`config.mk`:
```
export PLATFORM = sky130hd
export DESIGN_NAME = scft_sensor
export DESIGN_NICKNAME = d
export VERILOG_FILES = /design/src/core/scft_pkg.sv /design/src/core/scft_timer.sv /design/src/core/scft_sensor.sv
export VERILOG_INCLUDE_DIRS = /design/src /design/src/core
export SDC_FILE = /design/constraint.sdc
export NUM_CORES = 1
export LEC_CHECK = 0
export BUFFER_PORTS_ARGS = -buffer_cell sky130_fd_sc_hd__buf_4
export CORE_UTILIZATION = 40
export DETAILED_ROUTE_END_ITERATION = 16
export PLACE_DENSITY_LB_ADDON = 0.12
export SETUP_SLACK_MARGIN = 0.3
export SKIP_CTS_REPAIR_TIMING = 1
export SKIP_LAST_GASP = 1
export SYNTH_ARGS = -nofsm -noshare
export SYNTH_HDL_FRONTEND = slang
export SYNTH_SLANG_ARGS = --single-unit
```
`constraint.sdc`:
```
create_clock -name ref_clk -period 10 [get_ports ref_clk]
set_input_delay 2 -clock ref_clk [delete_from_list [all_inputs] [get_ports ref_clk]]
set_output_delay 2 -clock ref_clk [all_outputs]
set_load 0.02 [all_outputs]
```
`src/core/scft_defines.svh`:
```
`ifndef SCFT_DEFINES_SVH
`define SCFT_DEFINES_SVH

// ============================================================
// register offsets (7-bit configuration address)
`define SCFT_ADDR_LINES_LO     7'h01
`define SCFT_ADDR_LINES_HI     7'h02
`define SCFT_ADDR_EXP_0        7'h2a
`define SCFT_ADDR_EXP_1        7'h2b
`define SCFT_ADDR_EXP_2        7'h2c
`define SCFT_ADDR_MODE         7'h41
`define SCFT_ADDR_FRAMES_LO    7'h46
`define SCFT_ADDR_FRAMES_HI    7'h47
`define SCFT_ADDR_FOT_LEN      7'h49
`define SCFT_ADDR_OUTPUTS      7'h50
`define SCFT_ADDR_STATUS       7'h60
`define SCFT_ADDR_CLK_RANGE_A  7'h72
`define SCFT_ADDR_CLK_RANGE_B  7'h74

// ============================================================
// reset values
`define SCFT_RST_LINES         16'h0440
`define SCFT_RST_EXP           24'h000400
`define SCFT_RST_MODE          8'h00
`define SCFT_RST_FRAMES        16'h0001
`define SCFT_RST_FOT_LEN       8'h0a
`define SCFT_RST_OUTPUTS       8'h10
`define SCFT_RST_CLK_RANGE     8'h00

// ============================================================
// fields and timing
`define SCFT_MODE_EXT_BIT      0
`define SCFT_MODE_HDR_BIT      1
`define SCFT_ROW_CYCLES        24'd129
`define SCFT_MAX_OUTPUTS       8'h10
`define SCFT_FOT_CH_TERM       8'h20
`define SCFT_SPI_HDR_BITS      5'd8
`define SCFT_SPI_WORD_BITS     5'd16
`define SCFT_TMR_W             24

`endif

```
`src/core/scft_pkg.sv`:
```
`include "scft_defines.svh"

package scft_pkg;
  // exposure engine
  typedef enum logic [1:0] {EX_IDLE, EX_RUN, EX_HOLD} scft_ex_state_t;
  // read-out engine
  typedef enum logic [1:0] {RD_IDLE, RD_FOT, RD_IMG} scft_rd_state_t;
  typedef logic [`SCFT_TMR_W-1:0] scft_count_t;
endpackage

```
`src/core/scft_timer.sv`:
```
`timescale 1ns/1ps
`default_nettype none
`include "scft_defines.svh"

module scft_timer (
  // clock and resets
  input  wire logic                  ref_clk,
  input  wire logic                  rst,
  input  wire logic                  clear,
  // control
  input  wire logic                  load,
  input  wire scft_pkg::scft_count_t load_value,
  // status
  output logic                       busy,
  output logic                       done
);
  scft_pkg::scft_count_t cnt_reg, cnt_next;
  logic                  done_reg, done_next;

  // ============================================================
  // down counter: done marks the last counted cycle, so a phase that
  // leaves on done lasts exactly load_value cycles, not one more
  always_comb begin
    cnt_next = cnt_reg;
    if (clear) begin
      cnt_next = '0;
    end else if (load) begin
      cnt_next = load_value;
    end else if (cnt_reg != '0) begin
      cnt_next = cnt_reg - `SCFT_TMR_W'(1);
    end
    done_next = !clear && (cnt_next == `SCFT_TMR_W'(1));
  end

  always_ff @(posedge ref_clk or posedge rst) begin
    if (rst) begin
      cnt_reg  <= '0;
      done_reg <= 1'b0;
    end else begin
      cnt_reg  <= cnt_next;
      done_reg <= done_next;
    end
  end

  assign busy = (cnt_reg != '0);
  assign done = done_reg;
endmodule

`default_nettype wire

```
`src/core/scft_sensor.sv`:
```
`timescale 1ns/1ps
`default_nettype none
`include "scft_defines.svh"

module scft_sensor (
  // master clock and power-on reset
  input  wire logic ref_clk,
  input  wire logic rst,
  // control pins
  input  wire logic system_reset_n,
  input  wire logic frame_request,
  input  wire logic external_exposure_a,
  input  wire logic external_exposure_hdr,
  // configuration port
  input  wire logic spi_clk,
  input  wire logic spi_en,
  input  wire logic spi_in,
  output logic      spi_out,
  // frame timing status
  output logic      exposing,
  output logic      fot_active,
  output logic      image_active,
  output logic      frame_done
);
  // ============================================================
  // pin synchronisers: two flops before any logic reads a pin
  logic [5:0] pin_s1_reg, pin_s2_reg;
  logic       sclk_d_reg, sysn_d_reg;
  logic       sysn_s, req_s, exa_s, exh_s, sclk_s, sen_s, sin_s;

  always_ff @(posedge ref_clk or posedge rst) begin
    if (rst) begin
      pin_s1_reg <= 6'h00;
      pin_s2_reg <= 6'h00;
      sclk_d_reg <= 1'b0;
      sysn_d_reg <= 1'b0;
    end else begin
      pin_s1_reg <= {system_reset_n, frame_request, external_exposure_a,
                     external_exposure_hdr, spi_clk, spi_en};
      pin_s2_reg <= pin_s1_reg;
      sclk_d_reg <= sclk_s;
      sysn_d_reg <= sysn_s;
    end
  end

  // data pin sampled separately so it lines up with the port clock
  logic sin_s1_reg, sin_s2_reg;
  always_ff @(posedge ref_clk or posedge rst) begin
    if (rst) begin
      sin_s1_reg <= 1'b0;
      sin_s2_reg <= 1'b0;
    end else begin
      sin_s1_reg <= spi_in;
      sin_s2_reg <= sin_s1_reg;
    end
  end

  assign {sysn_s, req_s, exa_s, exh_s, sclk_s, sen_s} = pin_s2_reg;
  assign sin_s = sin_s2_reg;

  // held low or just fallen: sequencer and registers go to defaults
  logic soft_rst;
  assign soft_rst = !sysn_s || (sysn_d_reg && !sysn_s);

  // ============================================================
  // configuration registers and serial port
  logic [15:0] lines_reg, lines_next;
  logic [23:0] exp_reg, exp_next;
  logic [7:0]  mode_reg, mode_next;
  logic [15:0] frames_reg, frames_next;
  logic [7:0]  fot_len_reg, fot_len_next;
  logic [7:0]  outputs_reg, outputs_next;
  logic [7:0]  clk_a_reg, clk_a_next;
  logic [7:0]  clk_b_reg, clk_b_next;
  logic [15:0] sh_reg, sh_next;
  logic [4:0]  bit_reg, bit_next;
  logic [7:0]  rdsh_reg, rdsh_next;
  logic        sout_reg, sout_next;
  logic [7:0]  status;
  logic        sclk_rise, sclk_fall;

  assign sclk_rise = sclk_s && !sclk_d_reg;
  assign sclk_fall = !sclk_s && sclk_d_reg;

  // register read decode; unmapped addresses read as zero
  function automatic logic [7:0] rd_decode(input logic [6:0] a);
    unique case (a)
      `SCFT_ADDR_LINES_LO:    rd_decode = lines_reg[7:0];
      `SCFT_ADDR_LINES_HI:    rd_decode = lines_reg[15:8];
      `SCFT_ADDR_EXP_0:       rd_decode = exp_reg[7:0];
      `SCFT_ADDR_EXP_1:       rd_decode = exp_reg[15:8];
      `SCFT_ADDR_EXP_2:       rd_decode = exp_reg[23:16];
      `SCFT_ADDR_MODE:        rd_decode = mode_reg;
      `SCFT_ADDR_FRAMES_LO:   rd_decode = frames_reg[7:0];
      `SCFT_ADDR_FRAMES_HI:   rd_decode = frames_reg[15:8];
      `SCFT_ADDR_FOT_LEN:     rd_decode = fot_len_reg;
      `SCFT_ADDR_OUTPUTS:     rd_decode = outputs_reg;
      `SCFT_ADDR_STATUS:      rd_decode = status;
      `SCFT_ADDR_CLK_RANGE_A: rd_decode = clk_a_reg;
      `SCFT_ADDR_CLK_RANGE_B: rd_decode = clk_b_reg;
      default:                rd_decode = 8'h00;
    endcase
  endfunction

  // 16-bit words: write flag, 7 address bits, 8 data bits, msb first
  always_comb begin
    lines_next   = lines_reg;
    exp_next     = exp_reg;
    mode_next    = mode_reg;
    frames_next  = frames_reg;
    fot_len_next = fot_len_reg;
    outputs_next = outputs_reg;
    clk_a_next   = clk_a_reg;
    clk_b_next   = clk_b_reg;
    sh_next      = sh_reg;
    bit_next     = bit_reg;
    rdsh_next    = rdsh_reg;
    sout_next    = sout_reg;
    if (!sen_s) begin
      bit_next = 5'd0;
    end else if (sclk_rise) begin
      sh_next  = {sh_reg[14:0], sin_s};
      bit_next = bit_reg + 5'd1;
      if (bit_next == `SCFT_SPI_HDR_BITS) begin
        rdsh_next = rd_decode(sh_next[6:0]);
      end
      if (bit_next == `SCFT_SPI_WORD_BITS) begin
        bit_next = 5'd0;  // burst: next word follows directly
        if (sh_next[15]) begin
          unique case (sh_next[14:8])
            `SCFT_ADDR_LINES_LO:    lines_next[7:0]   = sh_next[7:0];
            `SCFT_ADDR_LINES_HI:    lines_next[15:8]  = sh_next[7:0];
            `SCFT_ADDR_EXP_0:       exp_next[7:0]     = sh_next[7:0];
            `SCFT_ADDR_EXP_1:       exp_next[15:8]    = sh_next[7:0];
            `SCFT_ADDR_EXP_2:       exp_next[23:16]   = sh_next[7:0];
            `SCFT_ADDR_MODE:        mode_next         = sh_next[7:0];
            `SCFT_ADDR_FRAMES_LO:   frames_next[7:0]  = sh_next[7:0];
            `SCFT_ADDR_FRAMES_HI:   frames_next[15:8] = sh_next[7:0];
            `SCFT_ADDR_FOT_LEN:     fot_len_next      = sh_next[7:0];
            `SCFT_ADDR_OUTPUTS:     outputs_next      = sh_next[7:0];
            `SCFT_ADDR_CLK_RANGE_A: clk_a_next        = sh_next[7:0];
            `SCFT_ADDR_CLK_RANGE_B: clk_b_next        = sh_next[7:0];
            default: ;
          endcase
        end
      end
    end else if (sclk_fall && bit_reg >= `SCFT_SPI_HDR_BITS && !sh_reg[4'(bit_reg - 5'd1)]) begin
      // read: flag sits bit_reg-1 places up while the data bits shift in
      sout_next = rdsh_reg[7];
      rdsh_next = {rdsh_reg[6:0], 1'b0};
    end
    if (soft_rst) begin
      lines_next   = `SCFT_RST_LINES;
      exp_next     = `SCFT_RST_EXP;
      mode_next    = `SCFT_RST_MODE;
      frames_next  = `SCFT_RST_FRAMES;
      fot_len_next = `SCFT_RST_FOT_LEN;
      outputs_next = `SCFT_RST_OUTPUTS;
      clk_a_next   = `SCFT_RST_CLK_RANGE;
      clk_b_next   = `SCFT_RST_CLK_RANGE;
      bit_next     = 5'd0;
      sout_next    = 1'b0;
    end
  end

  always_ff @(posedge ref_clk or posedge rst) begin
    if (rst) begin
      lines_reg   <= `SCFT_RST_LINES;
      exp_reg     <= `SCFT_RST_EXP;
      mode_reg    <= `SCFT_RST_MODE;
      frames_reg  <= `SCFT_RST_FRAMES;
      fot_len_reg <= `SCFT_RST_FOT_LEN;
      outputs_reg <= `SCFT_RST_OUTPUTS;
      clk_a_reg   <= `SCFT_RST_CLK_RANGE;
      clk_b_reg   <= `SCFT_RST_CLK_RANGE;
      sh_reg      <= 16'h0000;
      bit_reg     <= 5'd0;
      rdsh_reg    <= 8'h00;
      sout_reg    <= 1'b0;
    end else begin
      lines_reg   <= lines_next;
      exp_reg     <= exp_next;
      mode_reg    <= mode_next;
      frames_reg  <= frames_next;
      fot_len_reg <= fot_len_next;
      outputs_reg <= outputs_next;
      clk_a_reg   <= clk_a_next;
      clk_b_reg   <= clk_b_next;
      sh_reg      <= sh_next;
      bit_reg     <= bit_next;
      rdsh_reg    <= rdsh_next;
      sout_reg    <= sout_next;
    end
  end

  // ============================================================
  // read-out durations
  // output count taken as a power of two up to 16; other values round down, anything above 16 counts as 16, and zero counts as one
  logic [2:0]  osh;
  logic [23:0] fot_cycles, img_cycles;
  always_comb begin
    osh = 3'd4;
    if (outputs_reg < 8'h02) osh = 3'd0;
    else if (outputs_reg < 8'h04) osh = 3'd1;
    else if (outputs_reg < 8'h08) osh = 3'd2;
    else if (outputs_reg < `SCFT_MAX_OUTPUTS) osh = 3'd3;
    fot_cycles = 24'({16'h0000, fot_len_reg} + 24'(`SCFT_FOT_CH_TERM >> osh))
                 * `SCFT_ROW_CYCLES;
    img_cycles = 24'((`SCFT_ROW_CYCLES * {8'h00, lines_reg}) >> osh);
  end

  // ============================================================
  // exposure and read-out engines
  scft_pkg::scft_ex_state_t ex_reg, ex_next;
  scft_pkg::scft_rd_state_t rd_reg, rd_next;
  logic [15:0]           left_reg, left_next;
  logic                  exposing_reg, fot_reg, img_reg, fdone_reg, fdone_next;
  logic                  ex_load, rd_load, ex_busy, ex_done, rd_done, ext_on;
  scft_pkg::scft_count_t rd_value;

  assign ext_on = exa_s || (mode_reg[`SCFT_MODE_HDR_BIT] && exh_s);

  always_comb begin
    ex_next    = ex_reg;
    rd_next    = rd_reg;
    left_next  = left_reg;
    ex_load    = 1'b0;
    rd_load    = 1'b0;
    rd_value   = fot_cycles;
    fdone_next = 1'b0;
    unique case (ex_reg)
      scft_pkg::EX_IDLE: begin
        if (req_s && rd_reg == scft_pkg::RD_IDLE && frames_reg != 16'h0000) begin
          left_next = frames_reg;
          ex_next   = scft_pkg::EX_RUN;
          ex_load   = 1'b1;
        end
      end
      scft_pkg::EX_RUN: begin
        if (mode_reg[`SCFT_MODE_EXT_BIT] ? !ext_on : (ex_done || !ex_busy && !ex_load)) begin
          ex_next = scft_pkg::EX_HOLD;
        end
      end
      scft_pkg::EX_HOLD: begin
        // exposed frame waits for the previous read-out to finish
        if (rd_reg == scft_pkg::RD_IDLE || (rd_reg == scft_pkg::RD_IMG && rd_done)) begin
          rd_load   = 1'b1;
          left_next = left_reg - 16'h0001;
          ex_next   = (left_reg > 16'h0001) ? scft_pkg::EX_RUN : scft_pkg::EX_IDLE;
          ex_load   = (left_reg > 16'h0001);  // next exposure overlaps read-out
        end
      end
    endcase
    unique case (rd_reg)
      scft_pkg::RD_IDLE: if (rd_load) rd_next = scft_pkg::RD_FOT;
      scft_pkg::RD_FOT: begin
        if (rd_done) begin
          rd_next  = scft_pkg::RD_IMG;
          rd_load  = 1'b1;
          rd_value = img_cycles;
        end
      end
      scft_pkg::RD_IMG: begin
        if (rd_done) begin
          fdone_next = 1'b1;
          rd_next    = rd_load ? scft_pkg::RD_FOT : scft_pkg::RD_IDLE;
        end
      end
    endcase
    if (soft_rst) begin
      ex_next   = scft_pkg::EX_IDLE;
      rd_next   = scft_pkg::RD_IDLE;
      left_next = 16'h0000;
      rd_load   = 1'b0;
      ex_load   = 1'b0;
    end
  end

  always_ff @(posedge ref_clk or posedge rst) begin
    if (rst) begin
      ex_reg       <= scft_pkg::EX_IDLE;
      rd_reg       <= scft_pkg::RD_IDLE;
      left_reg     <= 16'h0000;
      exposing_reg <= 1'b0;
      fot_reg      <= 1'b0;
      img_reg      <= 1'b0;
      fdone_reg    <= 1'b0;
    end else begin
      ex_reg       <= ex_next;
      rd_reg       <= rd_next;
      left_reg     <= left_next;
      exposing_reg <= (ex_next == scft_pkg::EX_RUN);
      fot_reg      <= (rd_next == scft_pkg::RD_FOT);
      img_reg      <= (rd_next == scft_pkg::RD_IMG);
      fdone_reg    <= fdone_next;
    end
  end

  scft_timer u_exp_timer (
    .ref_clk    (ref_clk),
    .rst        (rst),
    .clear      (soft_rst),
    .load       (ex_load),
    .load_value (exp_reg),
    .busy       (ex_busy),
    .done       (ex_done)
  );

  scft_timer u_rd_timer (
    .ref_clk    (ref_clk),
    .rst        (rst),
    .clear      (soft_rst),
    .load       (rd_load),
    .load_value (rd_value),
    .busy       (),
    .done       (rd_done)
  );

  assign status       = {4'h0, img_reg, fot_reg, exposing_reg, ex_reg != scft_pkg::EX_IDLE};
  assign spi_out      = sout_reg;
  assign exposing     = exposing_reg;
  assign fot_active   = fot_reg;
  assign image_active = img_reg;
  assign frame_done   = fdone_reg;
endmodule

`default_nettype wire

```
### Word level (Yosys, flattened, before mapping)

Cells that the tools add are included.
Widths: inputs -> output; s select.

* register bits after elaboration: 216
* logic and storage cells: 260
* memory bits (read-only): 0
* bits of input ports: 9
* output and inout port bits: 5
* bits in writable memories: 0
* bits in latches: 0
* memories: 0

* equality and inequality tests: 41
* multiply operators: 2
* $lt $le $gt $ge: 7
* div/mod/pow operators: 0
* mux-type cells: 106
* $add $sub $neg: 6
* reduce and logical (&&, ||, !) cells: 63
* bitwise logic cells: 0
* shift operators: 2

Operator list (number)
* $mux 8: 40
* $mux 24: 13
* $mux 16: 13
* $eq 7x7->1 const B: 15
* $pmux 8 s13: 1
* $reduce_and 5->1: 12
* $eq 24x1->1 const B: 2
* $reduce_bool 24->1: 2
* $sub 24x1->24 const B: 2
* $eq 7x6->1 const B: 6
* $reduce_bool 2->1: 19
* $pmux 16 s2: 1
* $add 8x24->24: 1
* $mul 24x8->24 const B: 1
* $mul 8x16->24 const A: 1
* $shr 24x3->24: 1
* $shr 6x3->24 const A: 1
* $mux 5: 4
* $mux 1: 18
* $gt 16x1->1 const B: 1
* $mux 2: 8
* $reduce_bool 16->1: 1
* $sub 16x1->16 const B: 1
* $eq 7x1->1 const B: 2
* other kinds (27): 61

### Longest topological paths before layout

Gate-level depths: netlist of run 1.

* depth in word-level cells: 14
* gate-level depth with buffers: 24
* depth with buffers taken out: 23

### Modules after synthesis

From an unflattened synthesis of run 1, not the netlist that was laid out.

* cells, all modules: 1542
* area, all modules: 14310.0 um^2

By module, submodules not included
* scft_sensor: times used 1, cells an instance 1107, area an instance 10586.4 um^2, seq. area each 4137.7 um^2
* scft_timer at u_exp_timer: times used 1, cells an instance 233, area an instance 1935.6 um^2, seq. area each 625.6 um^2
* scft_timer at u_rd_timer: times used 1, cells an instance 202, area an instance 1788.0 um^2, seq. area each 625.6 um^2

### Least setup slack after synthesis of run 1

Ideal clock, no wire load.

* path kind: reg-to-reg
* from: register outputs_reg[7]
* to: register u_rd_timer.done_reg (netlist: u_rd_timer.done)
* cell stages (with the launch flop): 25
* required time: 9.905 ns
* buffers on the path: 1
* arrival time: 5.383 ns
* path slack: 4.521 ns
* library setup time: 0.095 ns
* period minus slack after synthesis: 5.479 ns
* path through: dfrtp_1 > nor4_4 > inv_2 > clkbuf_1 > nor2_2 > nand2_1 > inv_1 > ha_1 > and2_1 > a221oi_1 > a21boi_1 > o21ai_0 > xnor2_1 > ha_1 > ha_1 > ha_1 > inv_1 > fa_1 > nand2_1 > o2111ai_1 > a221oi_2 > or3_1 > or4_1 > or4_1 > nor4b_2

* longest elaborated chain between the ends: 14
* elaborated cells between the ends (all ways): 18
* those cells by class: 1 x add/sub; 1 x mul; 4 x order compare; 1 x eq/ne; 2 x shift; 8 x mux; 1 x reduce/logical

Ends and longest elaborated chain
* start, declared: RTL line scft_sensor.sv:72 `logic [7:0] outputs_reg, outputs_next;`
* start signal, assigned: RTL line scft_sensor.sv:173 `` outputs_reg <= `SCFT_RST_OUTPUTS; ``
* start signal, assigned: RTL line scft_sensor.sv:186 `outputs_reg <= outputs_next;`
* $lt 8x5->1 (no line)
* $mux 3: RTL line scft_sensor.sv:206 `` else if (outputs_reg < `SCFT_MAX_OUTPUTS) osh = 3'd3; ``
* $mux 3: RTL line scft_sensor.sv:205 `else if (outputs_reg < 8'h08) osh = 3'd2;`
* $mux 3: RTL line scft_sensor.sv:204 `else if (outputs_reg < 8'h04) osh = 3'd1;`
* $mux 3 *: RTL line scft_sensor.sv:203 `if (outputs_reg < 8'h02) osh = 3'd0;`
* $shr 6x3->24 (no line)
* $add 8x24->24: RTL line scft_sensor.sv:207 `` fot_cycles = 24'({16'h0000, fot_len_reg} + 24'(`SCFT_FOT_CH_TERM >> osh)) ``
* $mul 24x8->24 (no line)
* $mux 24: RTL line scft_sensor.sv:257 `if (rd_done) begin`
* $mux 24 *: RTL line scft_sensor.sv:254 `unique case (rd_reg)`
* $mux 24 *: RTL line scft_timer.sv:27 `end else if (load) begin`
* $mux 24 *: RTL line scft_timer.sv:25 `if (clear) begin`
* via u_rd_timer.cnt_next[10]: RTL line scft_timer.sv:17 `scft_pkg::scft_count_t cnt_reg, cnt_next;`
* $eq 24x1->1 *: RTL line scft_timer.sv:32 `` done_next = !clear && (cnt_next == `SCFT_TMR_W'(1)); ``
* $logic_and 1x1->1 *: RTL line scft_timer.sv:32
* via u_rd_timer.done_next: RTL line scft_timer.sv:18 `logic done_reg, done_next;`
* end signal, assigned: RTL line scft_timer.sv:41 `done_reg <= done_next;`
* end, declared: RTL line scft_timer.sv:18

The timed path passes the listed nets; every way through them passes the cells marked *.
A chain may end at the register's enable or synchronous reset.

### Final worst setup path of run 1

Ends and elaborated chain as after synthesis.

==> results of run 1 <==
## path summary, 6_finish.rpt
kind                                    to  slack (ps)  cells past startpoint
max                        u_rd_timer.done        3220                     23
min reg2reg                  pin_s2_reg[5]         340                      0
max reg2reg                u_rd_timer.done        3220                     23
max in group asynchronous     clk_b_reg[6]        6290                      4
min in group asynchronous      left_reg[1]        1540                      2
min                          pin_s2_reg[5]         340                      0
## per-layer routing
metal | vias to the layer above | wire [um]
met5 | - | 0
met4 | 0 | 1170
met3 | 76 | 1660
met2 | 263 | 18700
met1 | 5398 | 18500
li1 | 5095 | -
## worst register-to-register path, cell delays in order, from the launching register on
cell       delay, ps
dfrtp_1          420
nor4_4           850
inv_2            320
nor2_1           530
nand2_1          200
inv_1            160
ha_1             280
and2_1           190
a221oi_1         330
a21boi_1         110
o21ai_0          200
xnor2_1          220
ha_1             210
ha_1             140
ha_1             160
inv_1             60
fa_1             470
nand2_1           50
o2111ai_1        120
a221oi_2          60
or3_1            370
or4_1            430
or4_1            550
nor4b_2          240
## final cells by class
cell class | count | area [um^2]
flip-flops and latches | 215 | 5390
well taps | 435 | 544
clock inverters | 6 | 70.1
fillers | 3160 | 17400
clock buffers | 44 | 810
repair buffers | 30 | 225
multi-input cells | 1044 | 7270
inverters | 48 | 188
## power groups by stage
stage,Sequential [mW],Clock [mW],Combinational (mW)
floorplan,1.12,0,0.743
global placement,1.19,0,0.971
detailed placement,1.19,0,0.970
CTS,1.18,0.992,0.976
global route,1.20,1.03,1.08
finish,1.18,0.971,0.978
## cells in the final DEF (no fill, tap or decap), drive strengths merged, types with 12 or more instances in the layout
cell / Yosys / routed
nor3: 52 / 52
a31oi: 12 / 12
clkbuf: 55 / 44
a221oi: 19 / 19
a22oi: 13 / 13
dfrtp: 208 / 208
mux2i: 12 / 12
a211oi: 25 / 25
ha: 54 / 54
xor2: 29 / 29
nand3: 32 / 32
o21ai: 80 / 80
or4: 13 / 13
xnor2: 32 / 32
buf: 8 / 30
a21oi: 83 / 83
mux2: 91 / 91
inv: 48 / 49
nand2: 125 / 125
nand2b: 13 / 13
a222oi: 13 / 13
and2: 18 / 18
nor4: 18 / 18
or3: 12 / 12
nor2: 123 / 123
## logic make-up after synthesis
family | Yosys count | synth area share
simple gates | 462 | 0.177
compound gates | 356 | 0.187
fa+ha+maj | 57 | 0.0562
xor+xnor | 61 | 0.0408
other cells | 1 | 0.000286
mux | 107 | 0.0943
buf+inv | 111 | 0.0329
flops | 215 | 0.412
## synthesized netlist by cell type (6+ instances only)
cell,count,area (um^2)
a22oi_1,13,97.6
inv_1,46,173
ha_1,54,676
a222oi_1,13,130
clkbuf_1,54,203
o221ai_1,7,61.3
a31oi_1,11,68.8
mux2_2,91,1020
nand2_1,123,462
a21o_1,7,52.6
xnor2_1,32,280
and2_1,17,106
xor2_1,29,254
and3_1,6,37.5
or3_1,12,75.1
o21a_1,8,60.1
a21oi_1,83,415
nor4_1,16,100
nand3_1,31,155
a221oi_1,18,158
nand2b_1,13,81.3
a22o_1,8,70.1
dfstp_2,7,184
a211oi_1,25,188
o22ai_1,10,62.6
nor3_1,50,250
nor3b_1,6,45.0
dfrtp_1,208,5200
or4_1,11,82.6
o21ai_0,67,335
mux2i_1,12,120
o31ai_1,7,52.6
o211ai_1,7,52.6
nor2_1,121,454
nor2b_1,10,62.6
o21ai_1,12,60.1
## stage by stage
| stage | hold WS [ps] | cells | setup WS (ps) | total power, mW | instance area (um^2) |
|---|---|---|---|---|---|
| global placement | 333 | 1772 | 3490 | 2.16 | 13600 |
| global route | 352 | 1822 | 2820 | 3.31 | 14500 |
| detailed placement | 336 | 1772 | 3270 | 2.16 | 13600 |
| CTS | 349 | 1822 | 3270 | 3.15 | 14500 |
| floorplan | 331 | 1370 | 2130 | 1.86 | 13100 |
| finish | 344 | 1822 | 3220 | 3.13 | 14500 |
==> flow_summary.yaml, run 1 <==
run_status:
  status: "finished, final reports clean"
die:
  fp.dieH_um: 183
  start_util: 0.411
  die_w_um: 183
  fp-row-count: 65
  dieArea_um2: 33500
  core_um2: 31900
  io_pins: 14
setup_path:
  worst_path_most_repeated_cell: "ha_1"
  crit_fanout: 16
  start_kind: "flip-flop"
  cp_slowest_stage_delay_ps: 850
  crit_buf_inv: 3
  regToRegStartpoint: "outputs_reg[7]"
  critical_path.slowest_cell: "nor4_4"
  criticalPathCategory: "flip-flop to flip-flop"
  required_ps: 10450
  path_cells: "nor4_4, inv_2, nor2_1, nand2_1, inv_1, ha_1, and2_1, a221oi_1, a21boi_1, o21ai_0, xnor2_1, ha_1, ha_1, ha_1, inv_1, fa_1, nand2_1, o2111ai_1, a221oi_2, or3_1, or4_1, or4_1, nor4b_2"
  cp-end-kind: "flip-flop"
  worstPathArrival_ps: 7230
  critical_path.top_delay_family: "simple AND/OR/NAND/NOR gates"
  cp-startpoint: "outputs_reg[7]"
pwr:
  peakVddDrop_v: 0.000134
  switching_power_mw: 1.16
  clkPwrFrac: 0.310
  power_density_nw_per_um2: 216
  p_sw_frac: 0.369
  seqPwrFrac: 0.377
  combPwrFrac: 0.312
  total_leakage_power_nw: 6.25
  cell_internal_pwr_mw: 1.97
routing:
  drtIter0Drc: 780
  wire_per_inst_um: 22.0
  via_count: 10832
  ant_nets: 0
  firstDrtPassIters: 9
  wirelength_mm: 40.0
  via_per_inst: 5.95
  drc: 0
layout:
  diodes: 0
  area_growth_pct: 10.8
  drive_gt1_frac: 0.148
  nNetsFinal: 1432
  postLayoutCoreUtil: 0.455
sta:
  tns_ps: 0
  max_freq_mhz: 147
  clock_skew_ps: 16.1
  period_minus_slack_ps: 6780
  drv_slew: 0
  fin_crit_sh: 0.678
  slew_headroom: 0.167
  rsz0062_at_grt: "no"
  worstMarginPinSlew_ps: 1240
  setup_viol: 0
  hold_viol_final: 0
hold_path:
  hold_path_class: "flip-flop to flip-flop"
  hold_path.startpoint: "pin_s1_reg[5]"
clock_network:
  cts.sinks: 215
  clockBufferDepth: 3
  cts_tree: "built"
  root_buffer: "clkbuf_16"
  cts_inserted_buffers: 27
  h-tree-depth: 1
  clk_pin_slew_ps: 60
  insertion_delay_ps: 560
placement:
  numPortBuffers: 13
  gp_congestion: 0.898
  dp.final_hpwl_mm: 29.1
global_route:
  grt_pass1_wl_mm: 63.7
  overflow: 0
  grt_pass1_vias: 10660
  met2_usage: 0.395
  grt.busiest_layer: "met2"
  track_usage: 0.244
  use_met3: 0.0320
  grt_max_degree: 86
  antenna_found_initial: 0
  use_met1: 0.342
synthesis:
  async_flop_share: 1.00
  ys_ff_latch: 215
  yosysSeqAreaShare: 0.412
  ys.flop_type: "dfrtp_1"
  postSynthCellCount: 1370
  postSynthAreaPerCell_um2: 9.56
  synth_enable_flop_cells: 0
  synth_area_um2: 13100
  syn_nets: 1436
  yosys_warnings: 0
  ys_types: 92
job:
  maxCapViolCount: 0
Note: power is estimated with default switching activity, not from simulation.
==> run 2, diff against run 1 <==
ABC_AREA = 1   (was unset)
clock period = 6.2 ns   (was 10 ns; I/O delays follow)
==> flow_summary.yaml, run 2 <==
setup_path:
  critical_path.top_delay_family: "simple AND/OR/NAND/NOR gates"
  criticalPathCategory: "flip-flop to flip-flop"
  crit_fanout: 24
  critical_path.slowest_cell: "nor2_4"
  worstPathArrival_ps: 4960
  worst_path_most_repeated_cell: "nand2_1"
  cp-end-kind: "flip-flop"
  start_kind: "flip-flop"
  required_ps: 6690
  r2r_setup_slack_ps: 1730
  crit_buf_inv: 2
  cp_slowest_stage_delay_ps: 450
sta:
  max_freq_mhz: 224
  rsz0062_at_grt: "no"
  fin_crit_sh: 0.721
  period_minus_slack_ps: 4470
  clock_skew_ps: 33.8
  drv_slew: 0
  fin_hold_ws_ps: 347
  worstMarginPinSlew_ps: 1190
  hold_viol_final: 0
  slew_headroom: 0.205
  setup_viol: 0
  tns_ps: 0
global_route:
  grt_max_degree: 131
  overflow: 0
  grt_pass1_wl_mm: 69.3
  track_usage: 0.245
  grt_pass1_vias: 12369
  antenna_found_initial: 0
routing:
  wirelength_mm: 43.6
  via_count: 13187
  firstDrtPassIters: 6
  ant_nets: 0
  drtIter0Drc: 1074
  drc: 0
  via_per_inst: 5.39
  wire_per_inst_um: 17.8
synthesis:
  synthMuxAreaShare: 0
  yosysSeqAreaShare: 0.383
  yosysMostFrequentCell: "nand2_1"
  ys_ff_latch: 215
  ys_types: 55
  synth_enable_flop_cells: 0
  synth.largest_area_cell: "dfrtp_1"
  syn_nets: 2048
  postSynthCellCount: 1982
  synth_top_family_by_area: "simple AND/OR/NAND/NOR gates"
  ys.flop_type: "dfrtp_1"
  synth_common_cells: "nand2_1 (458), inv_1 (261), dfrtp_1 (208)"
  async_flop_share: 1.00
  yosysTopAreaCellShare: 0.369
  synth_compound_area_frac: 0.145
  synthXorXnorAreaFrac: 0.0230
  yosys.area_share.simple: 0.301
  postSynthAreaPerCell_um2: 7.11
  synth_adder_area_share: 0.0522
  synth_area_um2: 14100
  yosys-top-cells-area: "dfrtp_1 (37%), nand2_1 (12%), nand3_1 (7.2%), o21ai_0 (7.1%), inv_1 (7.0%)"
  yosys_warnings: 0
clock_network:
  insertion_delay_ps: 570
  cts_tree: "built"
  h-tree-depth: 1
  cts_inserted_buffers: 27
  cts.sinks: 215
  clk_pin_slew_ps: 60
  clockBufferDepth: 3
  root_buffer: "clkbuf_16"
layout:
  nNetsFinal: 2038
  drive_gt1_frac: 0.0672
  layout_common_cells: "nand2_1 (458), inv_1 (260), dfrtp_1 (207)"
  fin_area_um2: 15400
  diodes: 0
  area_growth_pct: 9.48
  finalNonFillerCells: 2448
  layout_commonest_cell: "nand2_1"
  fillers: 3562
die:
  io_pins: 14
  fp.dieH_um: 190
  fp-row-count: 68
  start_util: 0.407
  die_w_um: 190
  dieArea_um2: 36000
  core_um2: 34600
job:
  maxCapViolCount: 0
placement:
  gp_congestion: 0.931
  place_area_um2: 14500
  numPortBuffers: 13
  dp_cells: 2398
  dp.final_hpwl_mm: 32.7
pwr:
  total_leakage_power_nw: 7.69
  peakVddDrop_v: 0.000235
  power_density_nw_per_um2: 399
run_status:
  status: "finished, final reports clean"
hold_path:
  hold_path_class: "flip-flop to flip-flop"
run 2: changes by cell type after synthesis, sizes merged, moves of 31 or more:
cell / change
buf: +32
clkbuf: -31
inv: +223
mux2: -91
nand2: +345
nand3: +172
nor2: +77
o21ai: +126
run 2: path summary, 6_finish.rpt:
| check | depth (start not counted) | to | from |
|---|---|---|---|
| worst max register to register | 26 | u_rd_timer.done | outputs_reg[6] |
| worst max-delay path | 26 | u_rd_timer.done | outputs_reg[6] |
| worst min-delay path | 0 | pin_s2_reg[2] | pin_s1_reg[2] |
| worst min register to register | 0 | pin_s2_reg[2] | pin_s1_reg[2] |
| max in group asynchronous | 4 | pin_s2_reg[5] | rst |
| min in group asynchronous | 3 | frame_done | rst |
run 2: metrics by stage:
stage               power [mW]  utilization  setup WS (ps)
floorplan                 3.87            -           2170
global placement          4.55        0.420           1880
detailed placement        4.56        0.420           1730
CTS                       6.17        0.445           1740
global route              6.65        0.445           1180
finish                    6.16        0.445           1730
run 2: logic make-up (layout without fill, tap and decap cells):
| family | after synthesis | in the layout |
|---|---|---|
| flip-flops | 215 | 215 |
| buffers and inverters | 336 | 347 |
| AND/OR/NAND/NOR | 972 | 972 |
| XOR/XNOR | 37 | 37 |
| other | 1 | 1 |
| AO/OA/AOI/OAI | 364 | 364 |
| adder cells (fa/ha/maj) | 57 | 57 |
run 2: cell type report:
cell class              count  area [um^2]  area share
well taps                 455          569      0.0369
inverters                 272         1020      0.0664
repair buffers             25          200      0.0130
clock buffers              34          732      0.0475
multi-input cells        1431         7360       0.477
flip-flops and latches    215         5390       0.349
clock inverters            16          149     0.00965
run 2: metal layers:
metal	wire length [um]	up-vias	part of all wire	global-route usage
met3	2190	69	0.050	0.0291
met4	1110	0	0.026	0.0701
met1	21200	6221	0.49	0.360
li1	-	6529	-	-
met5	0	-	0	0
met2	19100	368	0.44	0.376
run 2: where the power goes:
group	switching, mW	total [mW]	internal [mW]
clock network	0.653	1.58	0.922
logic	1.77	2.63	0.862
registers	0.292	1.95	1.66
total	2.71	6.16	3.44
